**src/rtl/dcm_pkg.sv**
```systemverilog
// Constants, types and operation decode for the data cache miss port
// Notes on behaviour
// [RULE1] Read request: select pair gives 4/2/1 words
// [RULE2] Write request: same pair gives 4/2/1 words
// [RULE3] Both requests: partial write word/half/byte
// [RULE4] Busy output high during RAM access or hold
// [RULE5] Read retry output tells cache to retry
// [RULE6] Uncached flag low in cache-enabled area
// [RULE7] Refill ready marks fetched refill data
// [RULE8] Cache marks its read data valid
// [RULE9] Hit-under-miss data overtakes pending refill
// [RULE10] Cache gives 28-bit miss address
// [RULE11] Shared bus: refill in, write-back out
// [RULE12] Cache raises access request before op code
// [RULE13] Address acknowledge once miss address taken
// [RULE14] Rising-edge timing, request held until acknowledge
// [RULE15] Device drives data bus only for refill
`default_nettype none
package dcm_pkg;
   localparam int ADDR_W     = 28;
   localparam int DATA_W     = 32;
   localparam int BE_W       = 4;
   localparam int CNT_W      = 3;
   localparam int FIFO_DEPTH = 4;
   localparam int REGION_W   = 3;
   localparam int REGIONS    = 8;
   localparam int REGION_LSB = 25;
   localparam logic [ADDR_W-1:0] WORD_STEP  = 28'h0000004;
   localparam logic [ADDR_W-1:0] WORD_ALIGN = 28'hffffffc;
   localparam logic [CNT_W-1:0]  WORDS_FOUR = 3'h4;
   localparam logic [CNT_W-1:0]  WORDS_TWO  = 3'h2;
   localparam logic [CNT_W-1:0]  WORDS_ONE  = 3'h1;
   localparam logic [BE_W-1:0]   BE_WORD    = 4'hf;
   localparam logic [BE_W-1:0]   BE_HALF    = 4'h3;
   localparam logic [BE_W-1:0]   BE_BYTE    = 4'h1;

   typedef enum logic [1:0] {
      DCM_OP_NONE, DCM_OP_READ, DCM_OP_WRITE, DCM_OP_PART
   } dcm_op_e;

   typedef enum logic [2:0] {
      DCM_IDLE, DCM_READ, DCM_WDATA, DCM_WMEM, DCM_DRAIN
   } dcm_state_e;

   // Operation type; prohibited codes decode to none
   function automatic dcm_op_e dcm_decode(input logic rd, input logic wr,
                                          input logic s4, input logic s2);
      dcm_op_e op;
      op = DCM_OP_NONE;
      if (rd && !wr && !(s4 && s2))
         op = DCM_OP_READ;
      else if (!rd && wr && !(s4 && s2))
         op = DCM_OP_WRITE;
      else if (rd && wr && !(!s4 && s2))
         op = DCM_OP_PART;
      return op;
   endfunction

   // Sequential length from the select pair
   function automatic logic [CNT_W-1:0] dcm_words(input logic s4,
                                                  input logic s2);
      return s4 ? WORDS_FOUR : (s2 ? WORDS_TWO : WORDS_ONE);
   endfunction

   // Byte lanes of a partial write from size and low address
   function automatic logic [BE_W-1:0] dcm_part_be(input logic s4,
                                                   input logic s2,
                                                   input logic [1:0] a);
      logic [BE_W-1:0] be;
      be = BE_WORD;
      if (s4 && !s2)
         be = BE_HALF << {a[1], 1'b0};
      else if (!s4 && !s2)
         be = BE_BYTE << a;
      return be;
   endfunction
endpackage
`default_nettype wire

```
**src/rtl/dcm_fifo.sv**
```systemverilog
// Refill word buffer with valid/ready on both sides
`timescale 1ns/1ps
`default_nettype none
module dcm_fifo #(
   parameter int WIDTH = 32,
   parameter int DEPTH = 4
) (
   input  wire logic             clk_i,       // Core bus clock
   input  wire logic             resetn_i,    // Sync reset, low
   input  wire logic             in_valid_i,  // Word offered
   output logic                  in_ready_o,  // Room for a word
   input  wire logic [WIDTH-1:0] in_data_i,   // Word in
   output logic                  out_valid_o, // Word available
   input  wire logic             out_ready_i, // Word taken
   output logic [WIDTH-1:0]      out_data_o   // Oldest word
);
   localparam int AW = $clog2(DEPTH);

   // Refused at elaboration: pointer wrap only works for powers of two
   if (DEPTH < 2 || (1 << AW) != DEPTH) begin : g_depth_bad
      $error("dcm_fifo: DEPTH must be a power of two, at least 2");
   end

   typedef struct packed {
      logic [DEPTH-1:0][WIDTH-1:0] mem;
      logic [AW:0]                 wp;
      logic [AW:0]                 rp;
   } dcm_fifo_s;

   dcm_fifo_s s;
   dcm_fifo_s next_s;

   // Extra pointer bit tells full from empty without a counter
   assign in_ready_o  = !((s.wp[AW] != s.rp[AW]) &&
                          (s.wp[AW-1:0] == s.rp[AW-1:0]));
   assign out_valid_o = s.wp != s.rp;
   assign out_data_o  = s.mem[s.rp[AW-1:0]];

   // Pointer and storage update
   always_comb begin
      next_s = s;
      if (in_valid_i && in_ready_o) begin
         next_s.mem[s.wp[AW-1:0]] = in_data_i;
         next_s.wp = s.wp + 1'b1;
      end
      if (out_valid_o && out_ready_i)
         next_s.rp = s.rp + 1'b1;
   end

   // Only the pointers need a reset value
   always_ff @(posedge clk_i) begin
      if (!resetn_i) begin
         s.mem <= s.mem;
         s.wp  <= '0;
         s.rp  <= '0;
      end else begin
         s <= next_s;
      end
   end
endmodule
`default_nettype wire

```
**src/rtl/dcm_miss_port.sv**
```systemverilog
// Device end of the data cache miss port with refill path
`timescale 1ns/1ps
`default_nettype none
module dcm_miss_port #(
   parameter int FIFO_DEPTH = dcm_pkg::FIFO_DEPTH
) (
   input  wire logic        CORE_CLK_I,              // Core bus clock
   input  wire logic        RESETN_I,                // Sync reset, low
   input  wire logic        CACHE_READ_REQUEST_I,    // Read op request
   input  wire logic        CACHE_WRITE_REQUEST_I,   // Write op request
   input  wire logic        SEQ_SELECT_FOUR_I,       // Select pair, first
   input  wire logic        SEQ_SELECT_TWO_I,        // Select pair, second
   input  wire logic [27:0] MISS_ADDRESS_I,          // Miss byte address
   input  wire logic        HIT_UNDER_MISS_I,        // Hit data overtakes
   input  wire logic        CACHE_READ_DATA_READY_I, // Cache data valid
   input  wire logic [31:0] CACHE_DATA_BUS_I,        // Data bus, in
   output logic [31:0]      CACHE_DATA_BUS_O,        // Data bus, out
   output logic             CACHE_DATA_BUS_OE_O,     // Data bus enable
   output logic             ADDRESS_ACKNOWLEDGE_O,   // Address taken
   output logic             REFILL_READY_O,          // Refill word on bus
   output logic             READ_RETRY_REQUEST_O,    // Retry the read
   output logic             UNCACHED_AREA_FLAG_O,    // Area not cached
   output logic             LOCAL_RAM_BUS_BUSY_O,    // Local bus busy
   output logic             ACCESS_REQUEST_O,        // Core wants access
   input  wire logic        CORE_ACCESS_I,           // Core access wish
   input  wire logic [7:0]  CACHE_CONFIG_I,          // Per-region enable
   input  wire logic        LOCAL_DATA_BUS_RAM_I,    // Local bus at RAM
   input  wire logic        LOCAL_DATA_BUS_HOLD_I,   // Local bus held
   output logic             MEM_REQ_O,               // Memory request
   output logic             MEM_WRITE_O,             // Memory write
   output logic [27:0]      MEM_ADDR_O,              // Memory address
   output logic [3:0]       MEM_BE_O,                // Memory byte lanes
   output logic [31:0]      MEM_WDATA_O,             // Memory write data
   input  wire logic        MEM_ACK_I,               // Memory done
   input  wire logic        MEM_ERR_I,               // Memory failed
   input  wire logic [31:0] MEM_RDATA_I,             // Memory read data
   output logic [31:0]      HIT_DATA_O,              // Hit data to core
   output logic             HIT_VALID_O              // Hit data strobe
);
   // Refused at elaboration, before any logic is built
   if (FIFO_DEPTH < 2) begin : g_depth_bad
      $error("dcm_miss_port: FIFO_DEPTH below 2");
   end

   typedef struct packed {
      dcm_pkg::dcm_state_e             st;
      logic [dcm_pkg::ADDR_W-1:0]      addr;
      logic [dcm_pkg::CNT_W-1:0]       left;
      logic [dcm_pkg::BE_W-1:0]        be;
      logic [dcm_pkg::DATA_W-1:0]      wdata;
      logic [dcm_pkg::DATA_W-1:0]      rdata;
      logic [dcm_pkg::DATA_W-1:0]      hit_data;
      logic                            drive;
      logic                            ack;
      logic                            retry;
      logic                            unch;
      logic                            hit_valid;
      logic                            acc_req;
   } dcm_port_s;

   dcm_port_s        s;
   dcm_port_s        next_s;
   dcm_pkg::dcm_op_e op;
   logic             fifo_in_ready;
   logic             fifo_out_valid;
   logic             fifo_pop;
   logic             fifo_push;
   logic [31:0]      fifo_out_data;
   logic [dcm_pkg::REGION_W-1:0] region;

   // Requests sampled on the rising edge, decoded here
   assign op = dcm_pkg::dcm_decode(CACHE_READ_REQUEST_I,
                                   CACHE_WRITE_REQUEST_I,
                                   SEQ_SELECT_FOUR_I,
                                   SEQ_SELECT_TWO_I); // RULE1 RULE2 RULE3
   assign region = MISS_ADDRESS_I[dcm_pkg::REGION_LSB +: dcm_pkg::REGION_W];

   // Hit data has the bus, so refill words wait behind it
   assign fifo_pop  = fifo_out_valid && !HIT_UNDER_MISS_I; // RULE9
   assign fifo_push = (s.st == dcm_pkg::DCM_READ) && MEM_ACK_I;

   // Memory handshake; a read waits for room so the buffer never overruns
   assign MEM_REQ_O   = ((s.st == dcm_pkg::DCM_READ) && fifo_in_ready) ||
                        (s.st == dcm_pkg::DCM_WMEM);
   assign MEM_WRITE_O = s.st == dcm_pkg::DCM_WMEM;
   assign MEM_ADDR_O  = s.addr;
   assign MEM_BE_O    = s.be;
   assign MEM_WDATA_O = s.wdata;

   assign LOCAL_RAM_BUS_BUSY_O = LOCAL_DATA_BUS_RAM_I ||
                                 LOCAL_DATA_BUS_HOLD_I; // RULE4
   assign CACHE_DATA_BUS_O      = s.rdata;
   assign CACHE_DATA_BUS_OE_O   = s.drive; // RULE15 RULE11
   assign REFILL_READY_O        = s.drive; // RULE7
   assign ADDRESS_ACKNOWLEDGE_O = s.ack;
   assign READ_RETRY_REQUEST_O  = s.retry;
   assign UNCACHED_AREA_FLAG_O  = s.unch;
   assign ACCESS_REQUEST_O      = s.acc_req;
   assign HIT_DATA_O            = s.hit_data;
   assign HIT_VALID_O           = s.hit_valid;

   dcm_fifo #(
      .WIDTH (dcm_pkg::DATA_W),
      .DEPTH (FIFO_DEPTH)
   ) u_refill_fifo (
      .clk_i       (CORE_CLK_I),
      .resetn_i    (RESETN_I),
      .in_valid_i  (fifo_push),
      .in_ready_o  (fifo_in_ready),
      .in_data_i   (MEM_RDATA_I),
      .out_valid_o (fifo_out_valid),
      .out_ready_i (fifo_pop),
      .out_data_o  (fifo_out_data)
   );

   // Sequencer, refill output stage and hit capture
   always_comb begin
      next_s = s;
      next_s.ack       = 1'b0;
      next_s.retry     = 1'b0;
      next_s.acc_req   = CORE_ACCESS_I;
      next_s.drive     = fifo_pop; // RULE15
      next_s.hit_valid = HIT_UNDER_MISS_I && CACHE_READ_DATA_READY_I; // RULE9
      if (fifo_pop)
         next_s.rdata = fifo_out_data; // RULE11
      if (next_s.hit_valid)
         next_s.hit_data = CACHE_DATA_BUS_I;
      unique case (s.st)
         dcm_pkg::DCM_IDLE: begin
            // Prohibited codes are never acknowledged
            if (op != dcm_pkg::DCM_OP_NONE) begin
               next_s.ack  = 1'b1; // RULE13 RULE14
               next_s.unch = !CACHE_CONFIG_I[region]; // RULE6
               next_s.addr = MISS_ADDRESS_I & dcm_pkg::WORD_ALIGN;
               next_s.left = dcm_pkg::dcm_words(SEQ_SELECT_FOUR_I,
                                                SEQ_SELECT_TWO_I);
               next_s.be   = dcm_pkg::BE_WORD;
               if (op == dcm_pkg::DCM_OP_READ) begin
                  next_s.st = dcm_pkg::DCM_READ; // RULE1
               end else if (op == dcm_pkg::DCM_OP_WRITE) begin
                  next_s.st = dcm_pkg::DCM_WDATA; // RULE2
               end else begin
                  next_s.left = dcm_pkg::WORDS_ONE;
                  next_s.be   = dcm_pkg::dcm_part_be(SEQ_SELECT_FOUR_I,
                                   SEQ_SELECT_TWO_I,
                                   MISS_ADDRESS_I[1:0]); // RULE3
                  next_s.st   = dcm_pkg::DCM_WDATA;
               end
            end
         end
         dcm_pkg::DCM_READ: begin
            if (MEM_ACK_I) begin
               next_s.addr = s.addr + dcm_pkg::WORD_STEP;
               next_s.left = s.left - 1'b1;
               // A failed fetch abandons the burst and asks for a retry
               if (MEM_ERR_I) begin
                  next_s.retry = 1'b1; // RULE5
                  next_s.st    = dcm_pkg::DCM_DRAIN;
               end else if (s.left == dcm_pkg::WORDS_ONE) begin
                  next_s.st = dcm_pkg::DCM_DRAIN;
               end
            end
         end
         dcm_pkg::DCM_WDATA: begin
            // Write-back word comes from the cache; hit data is not ours
            if (CACHE_READ_DATA_READY_I && !HIT_UNDER_MISS_I) begin
               next_s.wdata = CACHE_DATA_BUS_I; // RULE11
               next_s.st    = dcm_pkg::DCM_WMEM;
            end
         end
         dcm_pkg::DCM_WMEM: begin
            if (MEM_ACK_I) begin
               next_s.addr = s.addr + dcm_pkg::WORD_STEP;
               next_s.left = s.left - 1'b1;
               next_s.st   = (s.left == dcm_pkg::WORDS_ONE) ?
                             dcm_pkg::DCM_IDLE : dcm_pkg::DCM_WDATA;
            end
         end
         dcm_pkg::DCM_DRAIN: begin
            if (!fifo_out_valid)
               next_s.st = dcm_pkg::DCM_IDLE;
         end
         default: next_s.st = dcm_pkg::DCM_IDLE;
      endcase
   end

   // State register
   always_ff @(posedge CORE_CLK_I) begin
      if (!RESETN_I)
         s <= '0;
      else
         s <= next_s;
   end
endmodule
`default_nettype wire

```
**config.mk**
```make
export PLATFORM = sky130hd
export DESIGN_NAME = dcm_miss_port
export DESIGN_NICKNAME = d
export VERILOG_FILES = /design/src/rtl/dcm_pkg.sv /design/src/rtl/dcm_fifo.sv /design/src/rtl/dcm_miss_port.sv
export SDC_FILE = /design/constraint.sdc
export NUM_CORES = 1
export LEC_CHECK = 0
export ABC_CLOCK_PERIOD_IN_PS = 7200
export BUFFER_PORTS_ARGS = -buffer_cell sky130_fd_sc_hd__clkbuf_2
export CAP_MARGIN = 40
export CORE_MARGIN = 2
export CORE_UTILIZATION = 40
export DETAILED_ROUTE_END_ITERATION = 10
export PLACE_DENSITY = 0.67
export SYNTH_ARGS = -nofsm -noshare
export SYNTH_HDL_FRONTEND = slang
export SYNTH_SLANG_ARGS = --single-unit
```
**constraint.sdc**
```tcl
create_clock -name CORE_CLK_I -period 7.2 [get_ports CORE_CLK_I]
set_input_delay 1.44 -clock CORE_CLK_I [delete_from_list [all_inputs] [get_ports CORE_CLK_I]]
set_output_delay 1.44 -clock CORE_CLK_I [all_outputs]
set_load 0.1 [all_outputs]
```
# After elaboration in Yosys (flattened, before gate mapping)
# Cells that the tools add are included.
# totals
ff_bits,274
out_inout_bits,138
# op_classes
add_sub_neg,4
mux,29
magnitude_cmp,4
eq_ne,16
n_shift,2
reduce_logical,40
# ops
cell,n
$bwmux 128,1
$pmux 31 s3,1
$mux 34,2
$bmux 32 s2,1
$demux 32 s2,1
$mux 32,2
$mux 38,1
$add 28x3->28 const B,1
$logic_and 1x1->1,19
$mux 3,5
$pmux 3 s5,1
$mux 7,2
$mux 2,6
$logic_not 1->1,9
$mux 4,2
$ne 2x2->1 const B,4
$reduce_and 2->1,4
$add 3x1->3 const B,2
$eq 3x1->1 const B,2
$eq 3x2->1 const B,2
$lt 2x3->1 const B,2
$reduce_and 6->1,1
$lt 3x4->1 const B,1
$reduce_and 4->1,1
other kinds (19),22

# Longest topological paths before layout
# Gate-level depths: netlist of run 1.
# depth
ltp_word,12
ltp_mapped,8
depth_no_buf,7

# Modules after synthesis
# From an unflattened synthesis of run 1, not the netlist that was laid out.
# hier_totals
cells_unflattened,1107
area_unflattened_um2,12074.1
# by_module_without_submodules
module,seq_area_each_um2,cells_per_inst,instances,area_per_inst_um2
dcm_miss_port,2762.6,872,1,6915.4
dcm_fifo,3963.8,235,1,5158.7

# Worst setup path before layout of run 1
# No wires, ideal clock.
# synth_timing
kind,reg-to-output
startpoint,reg u_refill_fifo.s[0] (netlist name)
endpoint,out MEM_REQ_O
path_buffers,1
t_arrival_ns,2.319
path_stages_with_launch,5
slack_ns,3.441
path_cell_list,dfxtp_1 > buf_4 > xnor2_1 > and3b_1 > a21oi_1
# synth_between
elab_chain_len,5
# synth_rtl
item,line_no,text
from (decl),dcm_fifo.sv:30,dcm_fifo_s s;
from (signal assigned),dcm_fifo.sv:57,s <= next_s;
$eq 2x2->1,dcm_fifo.sv:35,(s.wp[AW-1:0] == s.rp[AW-1:0]));
$logic_and 1x1->1,dcm_fifo.sv:34,assign in_ready_o = !((s.wp[AW] != s.rp[AW]) &&
$logic_not 1->1,dcm_fifo.sv:34,
$logic_and 1x1->1,dcm_miss_port.sv:83,assign MEM_REQ_O = ((s.st == dcm_pkg::DCM_READ) && fifo_in_ready) ||
$logic_or 1x1->1,dcm_miss_port.sv:83,
to (decl),dcm_miss_port.sv:29,"output logic MEM_REQ_O,"
# Every way passes these cells.

# Worst setup path in the final report of run 1
# layout_timing
startpoint,reg u_refill_fifo.s[5] (netlist name)
endpoint,out MEM_REQ_O
# layout_between
elab_chain_len,5
# layout_rtl
item,line_no
$ne 1x1->1,dcm_fifo.sv:34
$logic_and 1x1->1,dcm_fifo.sv:34
$logic_not 1->1,dcm_fifo.sv:34
$logic_and 1x1->1,dcm_miss_port.sv:83
$logic_or 1x1->1,dcm_miss_port.sv:83
# Every way passes these cells.

==> results.sh, run 1 <==
export IMPL_numCtsBuffers=29
export IMPL_fp_dieW_um=176
export IMPL_yosysWarningCount=0
export IMPL_setup_slack_ns=3.42
export IMPL_peakVddDrop_v=0.000241
export IMPL_max_slew_margin_pct=38.4
export IMPL_drtPass1Iterations=6
export IMPL_portBuffers=248
export IMPL_yosysSeqAreaShare_pct=56.7
export IMPL_layout_drive_gt1_share_pct=30.1
export IMPL_nFillCells=2717
export IMPL_fmax_mhz=264
export IMPL_cts_sinks=272
export IMPL_wl_per_cell_um=17.7
export IMPL_nets=1325
export IMPL_syn_avg_cell_area_um2=10.8
export IMPL_utilization_pct=46.4
export IMPL_period_minus_slack_ns=3.78
export IMPL_busiest_layer="met2"
export IMPL_p_per_area_nw_per_um2=318
export IMPL_worstSetupStartpointType="register"
export IMPL_synth_common_cells="nand2_1 (230), dfxtp_1 (144), buf_4 (134)"
export IMPL_use_met2_pct=31.4
export IMPL_clock_path_buffers=3
export IMPL_final_antenna_net_count=0
export IMPL_synth_top_cell_area_share_pct=32.4
export IMPL_antenna_found_initial=1
export IMPL_grt_setup_unrepaired="no"
export IMPL_rows=63
export IMPL_gp_congestion=0.812
export IMPL_end_kind="output port"
export IMPL_track_usage_pct=17.7
export IMPL_routed_wl_um=28600
export IMPL_cts_tree="yes"
export IMPL_crit_fanout=4
export IMPL_leakagePower_nw=5.15
export IMPL_worst_slew_pin_slew_ns=0.922
export IMPL_finClkSkew_ns=0.0167
export IMPL_syn2layout_area_growth_pct=14.9
export IMPL_insertion_delay_ns=0.54
export IMPL_final_max_slew_violation_count=0
export IMPL_synth_area_leader_cell="edfxtp_1"
export IMPL_grt_util_met1_pct=22.4
export IMPL_root_buffer="clkbuf_16"
export IMPL_grt_max_degree=72
export IMPL_maxCapViolations=0
export IMPL_worstSetupPathType="register to output port"
export IMPL_finalCritPeriodShare_pct=52.5
export IMPL_ys_flop_type="dfxtp_1"
export IMPL_dpl_hpwl_um=18900
export IMPL_postCtsSetupRepairBufs=0
export IMPL_met3_usage_pct=3.57
export IMPL_drt_iter0_drc=557
export IMPL_async_flop_share_pct=0
export IMPL_syn_area_um2=11900
export IMPL_grt_pass1_wl_um=43700
export IMPL_yosysMostFrequentCell="nand2_1"
export IMPL_synth_seq_cells=272
export IMPL_vias=8285
export IMPL_hold_viol=0
export IMPL_setup_violations=0
export IMPL_ioPinCount=251
export IMPL_final_area_um2=13600
export IMPL_die_area_um2=31100
export IMPL_ctsResizeCount=0
export IMPL_arrival_ns=2.34
export IMPL_core_um2=29400
export IMPL_dieHeight_um=176
export IMPL_viasPerCell=5.12
export IMPL_initial_core_util_pct=40.4
export IMPL_synth_distinct_cells=68
export IMPL_power_mw=4.33
export IMPL_cts_clk_slew_worst_paths_ns=0.06
export IMPL_worstHoldPathType="register to register"
export IMPL_dpl_cell_area_um2=12600
export IMPL_htreeDepth=1
export IMPL_status="complete, no violations"
export IMPL_syn_inst=1102
export IMPL_cts_hold_buffers=0
export IMPL_route_detailed_drc=0
export IMPL_grt_pass1_vias=7940
export IMPL_synth_edff_count=128
export IMPL_place_ws_ns=3.36
export IMPL_grt_ovfl_total=0
export IMPL_fin_setup_tns_ns=0
export IMPL_yosys_top_cells_area="edfxtp_1 (32%), dfxtp_1 (24%), buf_4 (8.5%)"
export IMPL_required_ns=5.76
-- registers in the layout, summed over array words and instances, names as in the netlist, 4 cells and up --
name	flops
HIT_DATA_O	32
MEM_ADDR_O	26
u_refill_fifo.s	134
MEM_BE_O	4
CACHE_DATA_BUS_O	32
s	6
MEM_WDATA_O	32
-- layout by cell type, fill, tap and decap left out, drive strengths merged, types with 5 or more instances in the layout --
| cell | count |
|---|---|
| clkbuf | 284 |
| nand2 | 230 |
| dfxtp | 144 |
| edfxtp | 128 |
| a21oi | 122 |
| nor2 | 48 |
| mux4 | 34 |
| o21ai | 25 |
| buf | 15 |
| nand3 | 13 |
| inv | 13 |
| nor3 | 13 |
| and2 | 11 |
| nand4 | 10 |
| a31oi | 9 |
| ha | 8 |
| clkinv | 8 |
| a221oi | 7 |
| xnor2 | 7 |
| o211ai | 6 |
| bufinv | 6 |
| mux2i | 5 |
| and3 | 5 |
| o22ai | 5 |
-- logic make-up after synthesis --
kind of cell    synth area share [%]
other cells                   0.0316
mux                             6.88
fa+ha+maj                      0.844
flops                           56.7
buf+inv                         11.1
xor+xnor                       0.738
simple gates                    13.2
compound gates                  10.6
-- power by group --
part / internal [mW] / leakage, nW / switching [mW]
logic: 0.204 / 2.31 / 0.747
registers: 1.69 / 2.32 / 0.0760
clock network: 1.00 / 0.509 / 0.609
-- cell type report --
| class | count | area (um2) | area share (%) |
|---|---|---|---|
| flip-flops and latches | 272 | 6730 | 49.4 |
| clock inverters | 17 | 249 | 1.83 |
| multi-input cells | 625 | 3850 | 28.2 |
| repair buffers | 263 | 1460 | 10.7 |
| clock buffers | 36 | 803 | 5.89 |
| inverters | 13 | 51.3 | 0.376 |
| well taps | 390 | 488 | 3.58 |
| diodes | 1 | 2.50 | 0.0184 |
-- critical path: stages, from the launching register on --
cell and delay [ns]:
dfxtp_1 0.33, xnor2_1 0.34, and3b_1 0.27, a21oi_1 0.33, clkbuf_2 0.53
-- path summary, 6_finish.rpt --
| kind | startpoint | cells past startpoint | slack, ns | endpoint |
|---|---|---|---|---|
| worst min register to register | HIT_DATA_O[12] | 2 | 0.45 | HIT_DATA_O[12] |
| worst max-delay path | u_refill_fifo.s[5] | 4 | 3.42 | MEM_REQ_O |
| worst max register to register | s[139] | 5 | 4.44 | MEM_ADDR_O[23] |
| worst min-delay path | HIT_DATA_O[12] | 2 | 0.45 | HIT_DATA_O[12] |
-- layer usage --
layer	vias to the layer above	routed length, um	share of wire, %
li1	3950	-	-
met1	4026	11700	41
met2	273	14400	50
met3	36	2070	7.2
met4	0	431	1.5
met5	-	0	0
-- stage by stage --
stage / instances / hold WS (ns)
finish: 1617 / 0.454
global route: 1617 / 0.472
CTS: 1616 / 0.454
detailed placement: 1563 / 0.446
global placement: 1555 / 0.441
floorplan: 1103 / 0.437
No activity file was read; power rests on OpenSTA's default activity.
==> inputs of run 2 (changes only) <==
--- a/config.mk
+++ b/config.mk
@@ -5,7 +5,7 @@
 export SDC_FILE = /design/constraint.sdc
 export NUM_CORES = 1
 export LEC_CHECK = 0
-export ABC_CLOCK_PERIOD_IN_PS = 7200
+export ABC_CLOCK_PERIOD_IN_PS = 3650
 export BUFFER_PORTS_ARGS = -buffer_cell sky130_fd_sc_hd__clkbuf_2
 export CAP_MARGIN = 40
 export CORE_MARGIN = 2
==> constraint.sdc (replaced) <==
create_clock -name CORE_CLK_I -period 3.65 [get_ports CORE_CLK_I]
set_input_delay 0.73 -clock CORE_CLK_I [delete_from_list [all_inputs] [get_ports CORE_CLK_I]]
set_output_delay 0.73 -clock CORE_CLK_I [all_outputs]
set_load 0.1 [all_outputs]
==> run 2 against run 1 <==
  * Register-to-register slack got worse by 3.4 ns
  * Cell area rose by 0.33%
  * Clock power increased by 110%
  * Non-clock buffer count rose by 6
  * Routed wire length decreased by 0.53%
  * Largest power group unchanged
  * Utilization up 0.15 points
  * Clock skew down 0.0096 ns
  * Sequential share of layout area down 0.16 points
  * Hold slack worse by 0.052 ns
  * Critical path type unchanged
==> results.sh, run 2 (synthesis gave the netlist of run 1 again) <==
export IMPL_max_slew_margin_pct=47.9
export IMPL_drtPass1Iterations=5
export IMPL_clockPowerShare_pct=38.1
export IMPL_period_minus_slack_ns=3.02
export IMPL_root_buffer="clkbuf_16"
export IMPL_fin_cells=1625
export IMPL_wl_per_cell_um=17.5
export IMPL_hold_viol=0
export IMPL_dp_cells=1569
export IMPL_dieHeight_um=176
export IMPL_fin_setup_tns_ns=0
export IMPL_seqPwrFrac_pct=40.2
export IMPL_gp_congestion=0.810
export IMPL_multi_input_area_um2=3850
export IMPL_dpl_hpwl_um=19300
export IMPL_htreeDepth=1
export IMPL_status="complete, no violations"
export IMPL_worstSetupStartpointType="register"
export IMPL_route_detailed_drc=0
export IMPL_worstHoldPathType="primary input to register"
export IMPL_worstSetupPathType="register to output port"
export IMPL_nFillCells=2702
export IMPL_viasPerCell=5.08
export IMPL_grt_max_degree=58
export IMPL_worst_slew_pin_slew_ns=0.781
export IMPL_grt_pass1_vias=7967
export IMPL_final_antenna_net_count=0
export IMPL_hold_path_depth=2
export IMPL_end_kind="output port"
export IMPL_largest_reg_flops=134
export IMPL_final_common_cell="clkbuf_2"
export IMPL_portBuffers=248
export IMPL_cts_sinks=272
export IMPL_required_ns=2.92
export IMPL_layout_drive_gt1_share_pct=30.6
export IMPL_regArea_um2=6730
export IMPL_p_per_area_nw_per_um2=635
export IMPL_ioPinCount=251
export IMPL_routed_wl_um=28400
export IMPL_peakVddDrop_v=0.000387
export IMPL_vias=8256
export IMPL_die_area_um2=31100
export IMPL_cts_tree="yes"
export IMPL_arrival_ns=2.29
export IMPL_nets=1332
export IMPL_largest_register="u_refill_fifo.s"
export IMPL_rows=63
export IMPL_p_sw_share_pct=32.8
export IMPL_fmax_mhz=332
export IMPL_initial_core_util_pct=40.4
export IMPL_maxCapViolations=0
export IMPL_p_comb_share_pct=21.7
export IMPL_setup_violations=0
export IMPL_track_usage_pct=17.7
export IMPL_insertion_delay_ns=0.55
export IMPL_drt_iter0_drc=656
export IMPL_p_int_mw=5.83
export IMPL_finalCritPeriodShare_pct=82.6
export IMPL_postCtsSetupRepairBufs=0
export IMPL_final_max_slew_violation_count=0
export IMPL_crit_fanout=4
export IMPL_syn2layout_area_growth_pct=15.2
export IMPL_power_switching_mw=2.85
export IMPL_cts_hold_buffers=0
export IMPL_clock_path_buffers=3
export IMPL_finClkSkew_ns=0.00703
export IMPL_core_um2=29400
export IMPL_diodes=0
export IMPL_leakagePower_nw=5.20
export IMPL_antenna_found_initial=0
export IMPL_cts_clk_slew_worst_paths_ns=0.06
export IMPL_grt_setup_unrepaired="no"
export IMPL_ctsResizeCount=0
export IMPL_fp_dieW_um=176
export IMPL_grt_pass1_wl_um=44000
export IMPL_rr_worst_depth=5
export IMPL_numCtsBuffers=30
export IMPL_mostFrequentLayoutCells="clkbuf_2 (248), nand2_1 (230), dfxtp_1 (142), edfxtp_1 (128), a21oi_1 (122)"
export IMPL_grt_ovfl_total=0
==> run 2: worst max-delay path: stages (launching register included) <==
cell	delay [ns]
dfxtp_1	0.33
xnor2_1	0.32
and3b_1	0.28
a21oi_1	0.29
clkbuf_2	0.52
==> run 2: cell type report <==
class,count,share of cell area (%)
sequential,272,49.2
tap,390,3.57
inverter,13,0.375
timing repair buffer,269,10.5
clock buffer,44,6.61
multi-input combinational,625,28.1
clock inverter,12,1.58
==> run 2: path summary, 6_finish.rpt <==
kind / from / endpoint / slack (ns)
hold / removal: CORE_ACCESS_I / ACCESS_REQUEST_O / 0.40
setup / recovery: u_refill_fifo.s[5] / MEM_REQ_O / 0.63
setup reg to reg: u_refill_fifo.s[5] / u_refill_fifo.s[37] / 1.09
hold reg to reg: HIT_DATA_O[10] / HIT_DATA_O[10] / 0.45
==> run 2: power by group through the flow <==
stage	Combinational (mW)	Sequential, mW	Clock [mW]
final	1.89	3.49	3.31
after detailed placement	1.89	3.55	0
after global placement	1.88	3.54	0
after global routing	1.99	3.51	3.51
after CTS	1.90	3.48	3.39
after floorplan	1.66	3.55	0
==> run 2: metal layers <==
| metal | vias to the layer above | global-route usage [%] | share of wire [%] |
|---|---|---|---|
| li1 | 3977 | - | - |
| met1 | 3957 | 22.9 | 42 |
| met2 | 282 | 30.7 | 49 |
| met3 | 40 | 3.40 | 6.6 |
| met4 | 0 | 4.37 | 2.3 |
| met5 | - | 0 | 0 |
==> run 2: stage by stage <==
stage	cell area, um2	hold slack [ns]	total power [mW]	setup WS [ns]	util [%]
global route	13700	0.385	9.01	0.517	46.5
global placement	12600	0.440	5.42	1.05	42.7
detailed placement	12600	0.447	5.44	1.03	42.7
finish	13700	0.402	8.68	0.634	46.5
floorplan	11900	0.437	5.21	0.601	-
CTS	13700	0.373	8.77	0.581	46.5
